### src/rtl/efr_pkg.sv
package efr_pkg;
  // Strap condition codes presented by the analog strap sensing.
  localparam logic [1:0] STRAP_SHORT = 2'h0;
  localparam logic [1:0] STRAP_OPEN = 2'h1;
  localparam logic [1:0] STRAP_CAP = 2'h2;
  localparam int CLK_MHZ = 250;
  localparam int GOOD_DEGLITCH_US = 2;
  localparam int GOOD_DEGLITCH_CYC = (GOOD_DEGLITCH_US * CLK_MHZ < 1) ? 1 :
                                     GOOD_DEGLITCH_US * CLK_MHZ;
  localparam int HANDSHAKE_TRIP_CYC_DEF = 1000;
  localparam int MIN_DELAY_PHASE_CYC = 16;
  localparam int DELAY_PHASES = 128;
  localparam int RAW_COUNT_SCALE = 4;
  localparam int QUIET_PERIODS = 7;
  localparam int FIXED_RETRIES = 4;
  localparam logic [10:0] RETRY_LVL0 = 11'h004;
  localparam logic [10:0] RETRY_LVL1 = 11'h010;
  localparam logic [10:0] RETRY_LVL2 = 11'h040;
  localparam logic [10:0] RETRY_LVL3 = 11'h100;
  localparam logic [10:0] RETRY_LVL4 = 11'h400;
  typedef enum logic [1:0] {
    EFR_OFF = 2'b00,
    EFR_ON = 2'b01,
    EFR_FAULT = 2'b10,
    EFR_WAIT = 2'b11
  } efr_state_e;
endpackage

### src/rtl/efr_core.sv
// Notes on behaviour
// - Power-good low after power-up; asserts one deglitch after gate reaches full drive.
// - Output droop below threshold removes power-good after the same deglitch.
// - Power-good starts handshake timer; trip before load pulls low gives handshake fault.
// - Load keeps handshake low; release restarts timer and trip shuts output.
// - After handshake fault, handshake low, supply cycle or enable cycle clears it; output restarts only with handshake low.
// - Enable low disables; enable high with handshake low is on, high is off.
// - Overtemperature, breaker, blanking-pin or limit-pin short raises a fault, output off.
// - With no retry left or retry disabled, fault stays latched with output off after the cause clears until enable or supply drops.
// - Supply below falling threshold or enable below shutdown clears the fault latch.
// - Delay strap shorted means no auto-retry, always latched off.
// - Delay open, count open: four retries at minimum delay, then latch.
// - Delay open, count shorted: endless retries at minimum delay.
// - Both capacitors: programmed delay and quantized programmed count, then latch.
// - Delay capacitor, count open: four retries at programmed delay, then latch.
// - Delay capacitor, count shorted: endless retries at programmed delay.
// - Retry delay is 128 oscillator charge and discharge phases.
// - Raw retry count is four times count timing over delay timing.
// - Raw count rounds up to 4, 16, 64, 256 or 1024.
// - Seven quiet retry-delay periods after the last fault reset the retry counter.
`timescale 1ns/1ps
`default_nettype none
module efr_core #(
  parameter int HANDSHAKE_TRIP_CYC = efr_pkg::HANDSHAKE_TRIP_CYC_DEF,
  parameter int PW = 24
) (
  input wire logic core_clk_in,
  input wire logic sys_rst_in,
  input wire logic enable_undervoltage_in,
  input wire logic supply_ok_in,
  input wire logic gate_full_in,
  input wire logic output_droop_in,
  input wire logic load_handshake_line_in,
  input wire logic overtemp_in,
  input wire logic breaker_trip_in,
  input wire logic blanking_pin_short_in,
  input wire logic limit_pin_short_in,
  input wire logic [1:0] retry_delay_strap_in,
  input wire logic [1:0] retry_count_strap_in,
  input wire logic [PW-1:0] delay_phase_cycles_in,
  input wire logic [PW-1:0] count_phase_cycles_in,
  output logic switch_on_out,
  output logic power_good_out,
  output logic fault_latched_out,
  output logic handshake_fault_out,
  output logic [10:0] retry_count_out
);
  localparam logic [31:0] DEGL = 32'(efr_pkg::GOOD_DEGLITCH_CYC);
  localparam logic [31:0] HTRIP = 32'(HANDSHAKE_TRIP_CYC);

  // Every pin-level input except the straps and phase counts is double-registered; only stage two is read.
  localparam int NS = 9;
  logic [NS-1:0] raw_in;
  logic [NS-1:0] sync_a;
  logic [NS-1:0] sync_b;
  assign raw_in = {enable_undervoltage_in, supply_ok_in, gate_full_in, output_droop_in,
                   load_handshake_line_in, overtemp_in, breaker_trip_in,
                   blanking_pin_short_in, limit_pin_short_in};
  always_ff @(posedge core_clk_in) begin
    if (sys_rst_in) begin
      sync_a <= '0;
      sync_b <= '0;
    end else begin
      sync_a <= raw_in;
      sync_b <= sync_a;
    end
  end
  wire en_s = sync_b[8];
  wire sup_s = sync_b[7];
  wire gate_s = sync_b[6];
  wire droop_s = sync_b[5];
  wire hs_high = sync_b[4];
  wire any_fault = |sync_b[3:0];
  wire run_ok = en_s && sup_s;

  function automatic logic [10:0] quantize(input logic [31:0] raw);
    if (raw <= 32'(efr_pkg::RETRY_LVL0)) quantize = efr_pkg::RETRY_LVL0;
    else if (raw <= 32'(efr_pkg::RETRY_LVL1)) quantize = efr_pkg::RETRY_LVL1;
    else if (raw <= 32'(efr_pkg::RETRY_LVL2)) quantize = efr_pkg::RETRY_LVL2;
    else if (raw <= 32'(efr_pkg::RETRY_LVL3)) quantize = efr_pkg::RETRY_LVL3;
    else quantize = efr_pkg::RETRY_LVL4;
  endfunction

  // Retry policy decode from the straps.
  wire no_retry = retry_delay_strap_in == efr_pkg::STRAP_SHORT;
  wire delay_cap = retry_delay_strap_in == efr_pkg::STRAP_CAP;
  wire endless = retry_count_strap_in == efr_pkg::STRAP_SHORT;
  wire count_cap = delay_cap && retry_count_strap_in == efr_pkg::STRAP_CAP;
  wire [PW-1:0] phase_len = delay_cap ? delay_phase_cycles_in :
                            PW'(efr_pkg::MIN_DELAY_PHASE_CYC);
  // A combinational divider is used because the straps are static: the quotient
  // settles long before a fault needs it, at the cost of a long timing path.
  // It is rounded up so that a ratio just above a level selects the next level.
  wire delay_phases_ok = delay_phase_cycles_in != '0;
  wire [PW-1:0] phase_nz = delay_phases_ok ? delay_phase_cycles_in : PW'(1);
  wire [31:0] ratio_raw = delay_phases_ok ?
      (32'(efr_pkg::RAW_COUNT_SCALE) * 32'(count_phase_cycles_in) + 32'(phase_nz) -
       32'h0000_0001) / 32'(phase_nz) : 32'h0000_0000;
  wire [10:0] retry_limit = count_cap ? quantize(ratio_raw) :
                            11'(efr_pkg::FIXED_RETRIES);

  efr_pkg::efr_state_e state;
  efr_pkg::efr_state_e next_state;
  logic [PW-1:0] phase_cnt;
  logic [7:0] phase_num;
  logic [2:0] quiet_periods;
  logic [31:0] hs_cnt;
  logic [31:0] pg_cnt;
  logic en_prev;
  logic sup_prev;
  logic [10:0] retries;

  wire hs_trip = hs_cnt >= HTRIP;
  wire delay_done = phase_cnt == phase_len - PW'(1) &&
                    phase_num == 8'(efr_pkg::DELAY_PHASES - 1);
  wire period_tick = phase_cnt == phase_len - PW'(1);
  wire cycle_event = (en_prev && !en_s) || (sup_prev && !sup_s);
  wire hs_restart = handshake_fault_out && !hs_high && run_ok;
  wire retry_left = endless || retries < retry_limit;

  always_comb begin
    next_state = state;
    unique case (state)
      efr_pkg::EFR_OFF:
        if (run_ok && !any_fault && !hs_high) next_state = efr_pkg::EFR_ON;
      efr_pkg::EFR_ON:
        if (!run_ok) next_state = efr_pkg::EFR_OFF;
        else if (any_fault) next_state = efr_pkg::EFR_FAULT;
        else if (hs_trip) next_state = efr_pkg::EFR_OFF;
      efr_pkg::EFR_FAULT:
        if (!run_ok) next_state = efr_pkg::EFR_OFF;
        else if (!no_retry && retry_left) next_state = efr_pkg::EFR_WAIT;
      efr_pkg::EFR_WAIT:
        if (!run_ok) next_state = efr_pkg::EFR_OFF;
        else if (delay_done) next_state = any_fault ? efr_pkg::EFR_FAULT : efr_pkg::EFR_ON;
    endcase
  end

  always_ff @(posedge core_clk_in) begin
    if (sys_rst_in) begin
      state <= efr_pkg::EFR_OFF;
      en_prev <= 1'b0;
      sup_prev <= 1'b0;
    end else begin
      state <= next_state;
      en_prev <= en_s;
      sup_prev <= sup_s;
    end
  end

  // Handshake fault: held until handshake low, supply cycle or enable cycle.
  always_ff @(posedge core_clk_in) begin
    if (sys_rst_in) handshake_fault_out <= 1'b0;
    else if (state == efr_pkg::EFR_ON && run_ok && !any_fault && hs_trip)
      handshake_fault_out <= 1'b1;
    else if (hs_restart || cycle_event || !run_ok) handshake_fault_out <= 1'b0;
  end

  // While handshake fault holds, EFR_OFF waits for the line to fall again.
  always_ff @(posedge core_clk_in) begin
    if (sys_rst_in) hs_cnt <= '0;
    else if (!power_good_out || !hs_high) hs_cnt <= '0;
    else if (!hs_trip) hs_cnt <= hs_cnt + 32'h0000_0001;
  end

  always_ff @(posedge core_clk_in) begin
    if (sys_rst_in) switch_on_out <= 1'b0;
    else switch_on_out <= next_state == efr_pkg::EFR_ON;
  end

  always_ff @(posedge core_clk_in) begin
    if (sys_rst_in) fault_latched_out <= 1'b0;
    else if (next_state == efr_pkg::EFR_FAULT) fault_latched_out <= 1'b1;
    else if (next_state != efr_pkg::EFR_WAIT) fault_latched_out <= 1'b0;
  end

  // Deglitch: the wanted power-good level must stand for the full count.
  // Droop also blocks the first assertion, so a sagging output never shows good.
  wire pg_want = state == efr_pkg::EFR_ON && switch_on_out && gate_s && !droop_s;
  always_ff @(posedge core_clk_in) begin
    if (sys_rst_in) begin
      pg_cnt <= '0;
      power_good_out <= 1'b0;
    end else if (next_state != efr_pkg::EFR_ON) begin
      pg_cnt <= '0;
      power_good_out <= 1'b0;
    end else if (pg_want == power_good_out) begin
      pg_cnt <= '0;
    end else if (pg_cnt >= DEGL - 32'h0000_0001) begin
      pg_cnt <= '0;
      power_good_out <= pg_want;
    end else begin
      pg_cnt <= pg_cnt + 32'h0000_0001;
    end
  end

  // Delay oscillator: phase_len cycles per charge or discharge phase.
  wire phase_rst = state == efr_pkg::EFR_ON && any_fault;
  wire full_period = period_tick && phase_num == 8'(efr_pkg::DELAY_PHASES - 1);
  // The phase number wraps at the period length so each period is seen once.
  always_ff @(posedge core_clk_in) begin
    if (sys_rst_in || state == efr_pkg::EFR_FAULT || phase_rst) begin
      phase_cnt <= '0;
      phase_num <= '0;
    end else if (period_tick) begin
      phase_cnt <= '0;
      phase_num <= full_period ? 8'h00 : phase_num + 8'h01;
    end else begin
      phase_cnt <= phase_cnt + PW'(1);
    end
  end

  // Quiet timer counts whole delay periods while running fault-free.
  always_ff @(posedge core_clk_in) begin
    if (sys_rst_in) begin
      retries <= '0;
      quiet_periods <= '0;
    end else if (cycle_event || !run_ok) begin
      retries <= '0;
      quiet_periods <= '0;
    end else if (state == efr_pkg::EFR_FAULT && next_state == efr_pkg::EFR_WAIT) begin
      retries <= retries + 11'h001;
      quiet_periods <= '0;
    end else if (state == efr_pkg::EFR_ON && full_period) begin
      if (quiet_periods == 3'(efr_pkg::QUIET_PERIODS - 1)) begin
        retries <= '0;
        quiet_periods <= '0;
      end else begin
        quiet_periods <= quiet_periods + 3'h1;
      end
    end
  end

  always_ff @(posedge core_clk_in) begin
    if (sys_rst_in) retry_count_out <= '0;
    else retry_count_out <= retries;
  end

  property p_pg_low_off;
    @(posedge core_clk_in) disable iff (sys_rst_in)
      !switch_on_out |=> !power_good_out;
  endproperty
  a_pg_low_off: assert property (p_pg_low_off) else $error("power good while off");
  property p_pg_deglitch;
    @(posedge core_clk_in) disable iff (sys_rst_in)
      $rose(power_good_out) |-> $past(gate_s, 2) && switch_on_out;
  endproperty
  a_pg_deglitch: assert property (p_pg_deglitch) else $error("power good early");
  property p_pg_droop;
    @(posedge core_clk_in) disable iff (sys_rst_in)
      $fell(power_good_out) && switch_on_out |-> $past(droop_s || !gate_s);
  endproperty
  a_pg_droop: assert property (p_pg_droop) else $error("power good fell without cause");
  property p_hs_fault;
    @(posedge core_clk_in) disable iff (sys_rst_in)
      $rose(handshake_fault_out) |-> !switch_on_out;
  endproperty
  a_hs_fault: assert property (p_hs_fault) else $error("handshake fault left output on");
  property p_fault_off;
    @(posedge core_clk_in) disable iff (sys_rst_in)
      fault_latched_out |-> !switch_on_out;
  endproperty
  a_fault_off: assert property (p_fault_off) else $error("output on with fault latched");
  property p_enable_off;
    @(posedge core_clk_in) disable iff (sys_rst_in)
      !en_s |=> !switch_on_out;
  endproperty
  a_enable_off: assert property (p_enable_off) else $error("on while disabled");
  property p_no_retry;
    @(posedge core_clk_in) disable iff (sys_rst_in)
      no_retry |-> state != efr_pkg::EFR_WAIT;
  endproperty
  a_no_retry: assert property (p_no_retry) else $error("retry with shorted strap");
  property p_limit;
    @(posedge core_clk_in) disable iff (sys_rst_in)
      !endless |-> retries <= retry_limit;
  endproperty
  a_limit: assert property (p_limit) else $error("retries over limit");
  property p_clear;
    @(posedge core_clk_in) disable iff (sys_rst_in)
      !run_ok |=> !fault_latched_out;
  endproperty
  a_clear: assert property (p_clear) else $error("latch not cleared");
  c_pg: cover property (@(posedge core_clk_in) $rose(power_good_out));
  c_hs: cover property (@(posedge core_clk_in) $rose(handshake_fault_out));
  c_retry: cover property (@(posedge core_clk_in) $rose(state == efr_pkg::EFR_WAIT));
  c_fault: cover property (@(posedge core_clk_in) $rose(fault_latched_out));
  c_quiet: cover property (@(posedge core_clk_in) state == efr_pkg::EFR_ON && full_period &&
    quiet_periods == 3'(efr_pkg::QUIET_PERIODS - 1));

  property p_hs_trip_off;
    @(posedge core_clk_in) disable iff (sys_rst_in)
      state == efr_pkg::EFR_ON && run_ok && !any_fault && hs_trip |=>
        handshake_fault_out && !switch_on_out;
  endproperty
  a_hs_trip_off: assert property (p_hs_trip_off) else $error("trip ignored");
  property p_hs_timer;
    @(posedge core_clk_in) disable iff (sys_rst_in)
      !hs_high |=> hs_cnt == 32'h0000_0000;
  endproperty
  a_hs_timer: assert property (p_hs_timer) else $error("timer not restarted");
  property p_hs_restart;
    @(posedge core_clk_in) disable iff (sys_rst_in)
      handshake_fault_out && !hs_high && run_ok |=> !handshake_fault_out;
  endproperty
  a_hs_restart: assert property (p_hs_restart) else $error("handshake fault stuck");
  property p_fault_shut;
    @(posedge core_clk_in) disable iff (sys_rst_in)
      state == efr_pkg::EFR_ON && run_ok && any_fault |=>
        fault_latched_out && !switch_on_out;
  endproperty
  a_fault_shut: assert property (p_fault_shut) else $error("fault did not shut down");
  property p_endless;
    @(posedge core_clk_in) disable iff (sys_rst_in)
      state == efr_pkg::EFR_FAULT && endless && !no_retry && run_ok |=>
        state == efr_pkg::EFR_WAIT;
  endproperty
  a_endless: assert property (p_endless) else $error("endless retry stopped");

  // Checker helper: cycles spent so far in the current retry wait.
  logic [31:0] wait_cyc;
  always_ff @(posedge core_clk_in) begin
    if (sys_rst_in || state != efr_pkg::EFR_WAIT) wait_cyc <= '0;
    else wait_cyc <= wait_cyc + 32'h0000_0001;
  end
  property p_wait_len;
    @(posedge core_clk_in) disable iff (sys_rst_in)
      state == efr_pkg::EFR_WAIT && next_state != efr_pkg::EFR_WAIT && run_ok |->
        wait_cyc == 32'(efr_pkg::DELAY_PHASES) * 32'(phase_len) - 32'h0000_0001;
  endproperty
  a_wait_len: assert property (p_wait_len) else $error("retry delay wrong");
  property p_quiet;
    @(posedge core_clk_in) disable iff (sys_rst_in)
      state == efr_pkg::EFR_ON && full_period &&
        quiet_periods == 3'(efr_pkg::QUIET_PERIODS - 1) |=> retries == 11'h000;
  endproperty
  a_quiet: assert property (p_quiet) else $error("retries kept after quiet time");
  property p_retry_step;
    @(posedge core_clk_in) disable iff (sys_rst_in)
      state == efr_pkg::EFR_FAULT && next_state == efr_pkg::EFR_WAIT |=>
        retries == $past(retries) + 11'h001;
  endproperty
  a_retry_step: assert property (p_retry_step) else $error("retry not counted");
  property p_retry_on;
    @(posedge core_clk_in) disable iff (sys_rst_in)
      state == efr_pkg::EFR_WAIT && delay_done && run_ok && !any_fault |=>
        switch_on_out && !fault_latched_out;
  endproperty
  a_retry_on: assert property (p_retry_on) else $error("retry left output off");
endmodule
`default_nettype wire

### config.mk
export PLATFORM = sky130hd
export DESIGN_NAME = efr_core
export DESIGN_NICKNAME = d
export VERILOG_FILES = /design/src/rtl/efr_pkg.sv /design/src/rtl/efr_core.sv
export SDC_FILE = /design/constraint.sdc
export NUM_CORES = 2
export LEC_CHECK = 0
export BUFFER_PORTS_ARGS = -buffer_cell sky130_fd_sc_hd__buf_2
export CORE_MARGIN = 4
export CORE_UTILIZATION = 65
export CTS_CLUSTER_DIAMETER = 120
export DETAILED_ROUTE_END_ITERATION = 8
export MAX_ROUTING_LAYER = met4
export PLACE_DENSITY = 0.83
export SETUP_SLACK_MARGIN = 0.5
export SYNTH_ARGS = -nofsm -noshare
export SYNTH_HDL_FRONTEND = slang
export SYNTH_SLANG_ARGS = --single-unit
### constraint.sdc
create_clock -name core_clk_in -period 128.4 [get_ports core_clk_in]
set_input_delay 38.52 -clock core_clk_in [delete_from_list [all_inputs] [get_ports core_clk_in]]
set_output_delay 38.52 -clock core_clk_in [all_outputs]
set_load 0.05 [all_outputs]
== Yosys cells after proc, flatten, opt, wreduce, memory -nomap -nowiden ==
Cells that the tools add are included.
Operators by class
  order comparisons: 7
  bitwise gates (word level): 1
  div/mod/pow operators: 1
  mux-type cells: 27
  reduce and logical (&&, ||, !) cells: 52
  eq/ne operators: 14
  $add $sub $neg: 9
Operators with widths (count)
  $mux W11: 8
  $add A32 B1 Y32 const B: 2
  $mux W24: 2
  $div A32 B24 Y32: 1
  $ge A32 B10 Y1 const B: 1
  $ge A32 B9 Y1 const B: 1
  $le A32 B3 Y1 const B: 1
  $le A32 B5 Y1 const B: 1
  $le A32 B7 Y1 const B: 1
  $le A32 B9 Y1 const B: 1
  $mux W32: 1
  $sub A27 B1 Y28 const B: 1
  $add A26 B24 Y27: 1
  $add A24 B1 Y24 const B: 1
  $eq A24 B24 Y1: 1
  $reduce_bool A24 Y1: 1
  $sub A24 B1 Y24 const B: 1
  $logic_and A1 B1 Y1: 19
  $mux W2: 9
  $eq A2 B2 Y1 const B: 6
  $add A11 B1 Y11 const B: 1
  $lt A11 B11 Y1: 1
  $add A8 B1 Y8 const B: 1
  $eq A8 B7 Y1 const B: 1
  19 further kinds: 47
Storage, ports and cells
  flip-flop bits (word level): 147
  word-level logic and storage cells: 127

== Depth between registers and ports, before layout ==
  depth in word-level cells: 22
  gate-level depth with buffers: 422
  depth with buffers taken out: 385

== Worst setup path after synthesis ==
Ideal clock, no wire load.
  path kind: input -> register
  from: in delay_phase_cycles_in[4]
  to: reg pg_cnt[2]
  library setup time: 76 ps
  required time: 128324 ps
  stages on the path: 389
  arrival time: 119937 ps
  setup slack: 8387 ps
  cell sequence: inv_1 -> nand3_1 -> nor4_1 -> nor2_1 -> inv_1 -> ha_1 -> inv_1 -> fa_1 -> nand2b_1 -> a21oi_1 -> o211ai_1 -> a211o_1 -> nand2_1 -> clkbuf_1 -> ha_1 -> nand4_1 -> nor4_1 -> nand4b_1 -> [353 not listed] -> o311ai_0 -> nor2_1 -> nand3_2 -> a21oi_1 -> o211ai_1 -> ha_1 -> a211o_1 -> a211o_1 -> a211o_1 -> a211o_1 -> o32ai_1 -> nor2_1 -> o21ai_0 -> o21ai_0 -> a31oi_4 -> o221ai_2 -> buf_6 -> nor3_2
Between the ends
  longest elaborated chain between the ends: 20
  elaborated cells on any way between the ends: 29
RTL lines
  from (decl): line efr_core.sv:40  | input wire logic [PW-1:0] delay_phase_cycles_in,
  $reduce_bool A24 Y1: line efr_core.sv:94  | wire delay_phases_ok = delay_phase_cycles_in != '0;
  $mux W24: line efr_core.sv:95  | wire [PW-1:0] phase_nz = delay_phases_ok ? delay_phase_cycles_in : PW'(1);
  $add A26 B24 Y27: line efr_core.sv:97  | (32'(efr_pkg::RAW_COUNT_SCALE) * 32'(count_phase_cycles_in) + 32'(phase_nz) -
  $sub A27 B1 Y28: line efr_core.sv:97
  $div A32 B24 Y32: line efr_core.sv:98  | 32'h0000_0001) / 32'(phase_nz) : 32'h0000_0000;
  $mux W32: line efr_core.sv:96  | wire [31:0] ratio_raw = delay_phases_ok ?
  $le A32 B9 Y1: line efr_core.sv:80  | else if (raw <= 32'(efr_pkg::RETRY_LVL3)) quantize = efr_pkg::RETRY_LVL3;
  $mux W11: line efr_core.sv:80
  [4 not listed]
  $lt A11 B11 Y1: line efr_core.sv:119  | wire retry_left = endless || retries < retry_limit;
  $logic_or A1 B1 Y1: line efr_core.sv:119
  $logic_and A1 B1 Y1: line efr_core.sv:132  | else if (!no_retry && retry_left) next_state = efr_pkg::EFR_WAIT;
  $mux W2: line efr_core.sv:132
  $mux W2: line efr_core.sv:131  | if (!run_ok) next_state = efr_pkg::EFR_OFF;
  $pmux W2 S4 (*): line efr_core.sv:123  | unique case (state)
  $ne A2 B1 Y1 (*): line efr_core.sv:184  | end else if (next_state != efr_pkg::EFR_ON) begin
  $reduce_or A4 Y1 (no line) (*)
  to (signal assigned): line efr_core.sv:193  | pg_cnt <= pg_cnt + 32'h0000_0001;
  to (decl): line efr_core.sv:108  | logic [31:0] pg_cnt;
Every way passes the cells marked *; elsewhere a longest branch is shown, timed or not.
A chain may end at the register's enable or synchronous reset.

== Worst setup path after layout ==
  from: in delay_phase_cycles_in[10]
  to: reg retries[9]
Between the ends
  longest elaborated chain between the ends: 22
  elaborated cells on any way between the ends: 34
RTL lines
  $reduce_bool A24 Y1: line efr_core.sv:94
  $mux W24: line efr_core.sv:95
  $add A26 B24 Y27: line efr_core.sv:97
  $sub A27 B1 Y28: line efr_core.sv:97
  $div A32 B24 Y32: line efr_core.sv:98
  $mux W32: line efr_core.sv:96
  $le A32 B9 Y1: line efr_core.sv:80
  $mux W11: line efr_core.sv:80
  [6 not listed]
  $logic_and A1 B1 Y1: line efr_core.sv:132
  $mux W2: line efr_core.sv:132
  $mux W2: line efr_core.sv:131
  $pmux W2 S4: line efr_core.sv:123
  $eq A2 B2 Y1: line efr_core.sv:221  | end else if (state == efr_pkg::EFR_FAULT && next_state == efr_pkg::EFR_WAIT) begin
  $logic_and A1 B1 Y1: line efr_core.sv:221
  $reduce_bool A2 Y1 (no line)
  $reduce_and A2 Y1 (no line)
  to (signal assigned): line efr_core.sv:222  | retries <= retries + 11'h001;
  to (decl): line efr_core.sv:111  | logic [10:0] retries;
Parallel ways exist; a longest one is shown, timed or not.

==> run metrics <==
status finished clean; residual DRC count 0; Largest stage delay, worst path 0.63 ns; Iter 0 DRT Violations about 4200; total grt overflow 0; reg2reg end pg_cnt[6]; FF+latch area approximately 2900 um^2; first-pass GRT wire length about 200000 um; Period minus WS final approximately 120 ns; critical path fanouts, max 38; routed wire length ~130000 um; H-tree levels 4; area grow syn2layout 7.21%; largest net degree at the start of global routing 39; RR Startpoint phase_cnt[10]; Synth Area in Compound Gates between 20 and 30%; Routed WL per cell 22.6 um; Tightest Pin Transition about 1.2 ns; TritonCTS Buffers 17; Synth Flop Type dfxtp_1; CTS tree yes; Reg clk slew, reported paths 0.07 ns; Die Span X approximately 240 um; HPWL Detailed between 100000 and 150000 um; f_max about 8 MHz; kind of critical path input pin to flop; Max clock buf depth 2; Worst path slowest cell a21oi_1; gpl congestion 1.12; Post-Synth Simple-Gate Area ~25%; Initial Util around two thirds; # Max-Cap Violations 0; Final Skew about 0.011 ns; fraction of registers with async set/reset 0%; worst min-delay path startpoint sync_a[7]; Setup crit start delay_phase_cycles_in[10]; Synth Area in Adders 19.6%; max-slew violation count 0; Skew-Pair Late Insertion Delay about 0.44 ns; main combinational cell family by area after synthesis compound AO/OA/AOI/OAI gates; most used cell, CP o21a_1; commonest non-fill, non-tap cell in the layout ha_1; critical path capture point type flop; Cells after Synth between 4000 and 5000; routed vias/inst about 7; WP data arrival ~120 ns; Die ar. ~59000 um^2; hold_buf cts 0; Die Y approximately 240 um; IO Pins 78; Post-synth EDFFs 0; RSZ-0062 raised after global routing no; clock sink count ~150; reg2reg setup slack around 120 ns; Worst EP required approximately 130 ns; post-route ant nets 0; setup violators final 0; initial antenna violation count 2; Port Buffers 77; core area around 54000 um^2; hold endpoint sync_b[7]; post-layout util a little over two thirds; flops & latches, synth about 150; hold crit path type flop to flop; post-synthesis mux area share ~5.2%; Netlist Area Pre-Place 35600 um^2; Yosys cell types 115; sequential area share after synthesis under 10%; Nets 5637; ratio of cells with drive above 1 in the final layout 10.5%; TritonRoute pass-1 iters 6; period utilisation layout 96.0%; Yosys warnings 0; final-report hold violation count 0; R2R depth 17; area share of xor/xnor cells in the synthesized design under 10%; GRT Resource Usage Total roughly 43%; # rows 85; number of global-route vias before repair about 36000; via count 39213; CP Launch Type input pin; Clock Root Buffer clkbuf_16; hold depth 1; commonest cells after routing, fill and taps aside 553 x ha_1, 514 x nor2_1, 433 x nand2_1, 364 x a21oi_1, 237 x o21ai_0; area of the multi-input gates approximately 32000 um^2; Syn Area/Cell 7.19 um^2; Fillers 4597; Slew Limit Headroom approximately 22%
worst max-delay path, delay by kind of cell:
| family | cells | cell delay (ns) |
|---|---|---|
| buffers and inverters | 26 | 5.06 |
| muxes | 4 | 1.37 |
| and+or+nand+nor | 101 | 20.45 |
| adders and majority gates | 35 | 11.03 |
| AOI/OAI and AO/OA | 204 | 47.06 |
how the worst max path moves through the flow:
| stage | endpoint | slack (ns) | cells past startpoint |
|---|---|---|---|
| 2_1_floorplan | pg_cnt[2] | 8.39 | 389 |
| 4_1_cts | pg_cnt[6] | 0.65 | 359 |
| 5_1_grt | retries[7] | 0.31 | 376 |
| 3_5_place_dp | pg_cnt[2] | -2.26 | 360 |
| 6_report | retries[9] | 5.11 | 370 |
| 3_3_place_gp | pg_cnt[5] | -0.34 | 361 |
flip-flops by register name, summed over array words and instances (netlist names), 2 cells and up:
| signal | cells |
|---|---|
| retry_count_out | 11 |
| sync_b | 9 |
| quiet_periods | 3 |
| phase_cnt | 24 |
| retries | 11 |
| state | 2 |
| phase_num | 8 |
| pg_cnt | 32 |
| sync_a | 9 |
| hs_cnt | 32 |
layer usage:
layer  vias to the layer above  wire [um]  track usage [%]
li1                      18480          -                -
met1                     18018      50200             51.4
met2                      2108      55200             66.0
met3                       607      13700             8.43
met4                         0      10300             25.5
met5                         -          0                -
cell families (layout without fill, tap and decap cells):
kind of cell,count (synthesis),count (layout)
simple gates,1840,1842
compound gates,1493,1494
fa+ha+maj,555,555
xor+xnor,385,385
buf+inv,358,421
mux,167,167
flops,145,145
other cells,1,26
repair_timing:
item	4_1_cts	5_1_grt
buffers inserted	0	24
pin swaps	0	13
gates resized for setup	13	95
hold endpoints to repair	0	0
setup endpoints to repair	27	27
cloned	0	3
synth_stat cells, drive strengths merged (12+ instances only):
library cell / count / area share, %
nand3b: 12 / 0.25
o31ai: 68 / 1.5
nor3: 199 / 3.1
nand2b: 56 / 0.99
nor4: 51 / 1.0
a31oi: 61 / 1.1
nor2: 522 / 5.5
and2: 73 / 1.3
or3: 41 / 0.72
nor3b: 12 / 0.25
o21a: 159 / 3.4
o21ai: 266 / 3.7
xor2: 156 / 3.8
mux2: 142 / 4.5
o2111ai: 13 / 0.32
a21oi: 373 / 5.3
dfxtp: 145 / 8.2
ha: 554 / 19
and3: 53 / 0.93
clkbuf: 98 / 1.0
nor2b: 89 / 1.6
buf: 40 / 0.62
a2111oi: 13 / 0.39
a311oi: 15 / 0.37
a211o: 22 / 0.54
o21bai: 28 / 0.59
or4: 21 / 0.45
nand3: 145 / 2.1
a31o: 17 / 0.42
o211a: 12 / 0.34
inv: 219 / 2.3
o22ai: 14 / 0.28
or2: 31 / 0.55
a211oi: 49 / 1.1
a21boi: 19 / 0.42
nand4: 65 / 1.2
a21o: 174 / 3.7
nand2: 439 / 4.7
a221oi: 16 / 0.39
xnor2: 229 / 5.6
mux2i: 25 / 0.74
o211ai: 62 / 1.4
area by class of cell:
type | count | area share, %
Antenna cell | 3 | 0.0197
Clock buffer | 17 | 1.12
Clock inverter | 15 | 0.492
Inverter | 220 | 2.18
Multi-Input combinational cell | 4466 | 83.5
Sequential cell | 145 | 7.61
Tap cell | 696 | 2.28
Timing Repair Buffer | 169 | 2.84
stage by stage:
step	setup TNS (ns)	cell area, um^2	setup WS [ns]	hold slack, ns	cells
after CTS	0	37500	0.648	0.440	5701
after detailed placement	-55.50	36800	-2.26	0.424	5669
final	0	38100	5.11	0.437	5731
after floorplan	0	35600	8.39	0.414	4966
after global routing	0	38100	0.306	0.456	5729
after global placement	-4.27	36800	-0.342	0.417	5669
Power is left out: the tool's default activity adds up to more than one toggle a clock period on the data nets, which glitch-free logic cannot reach.
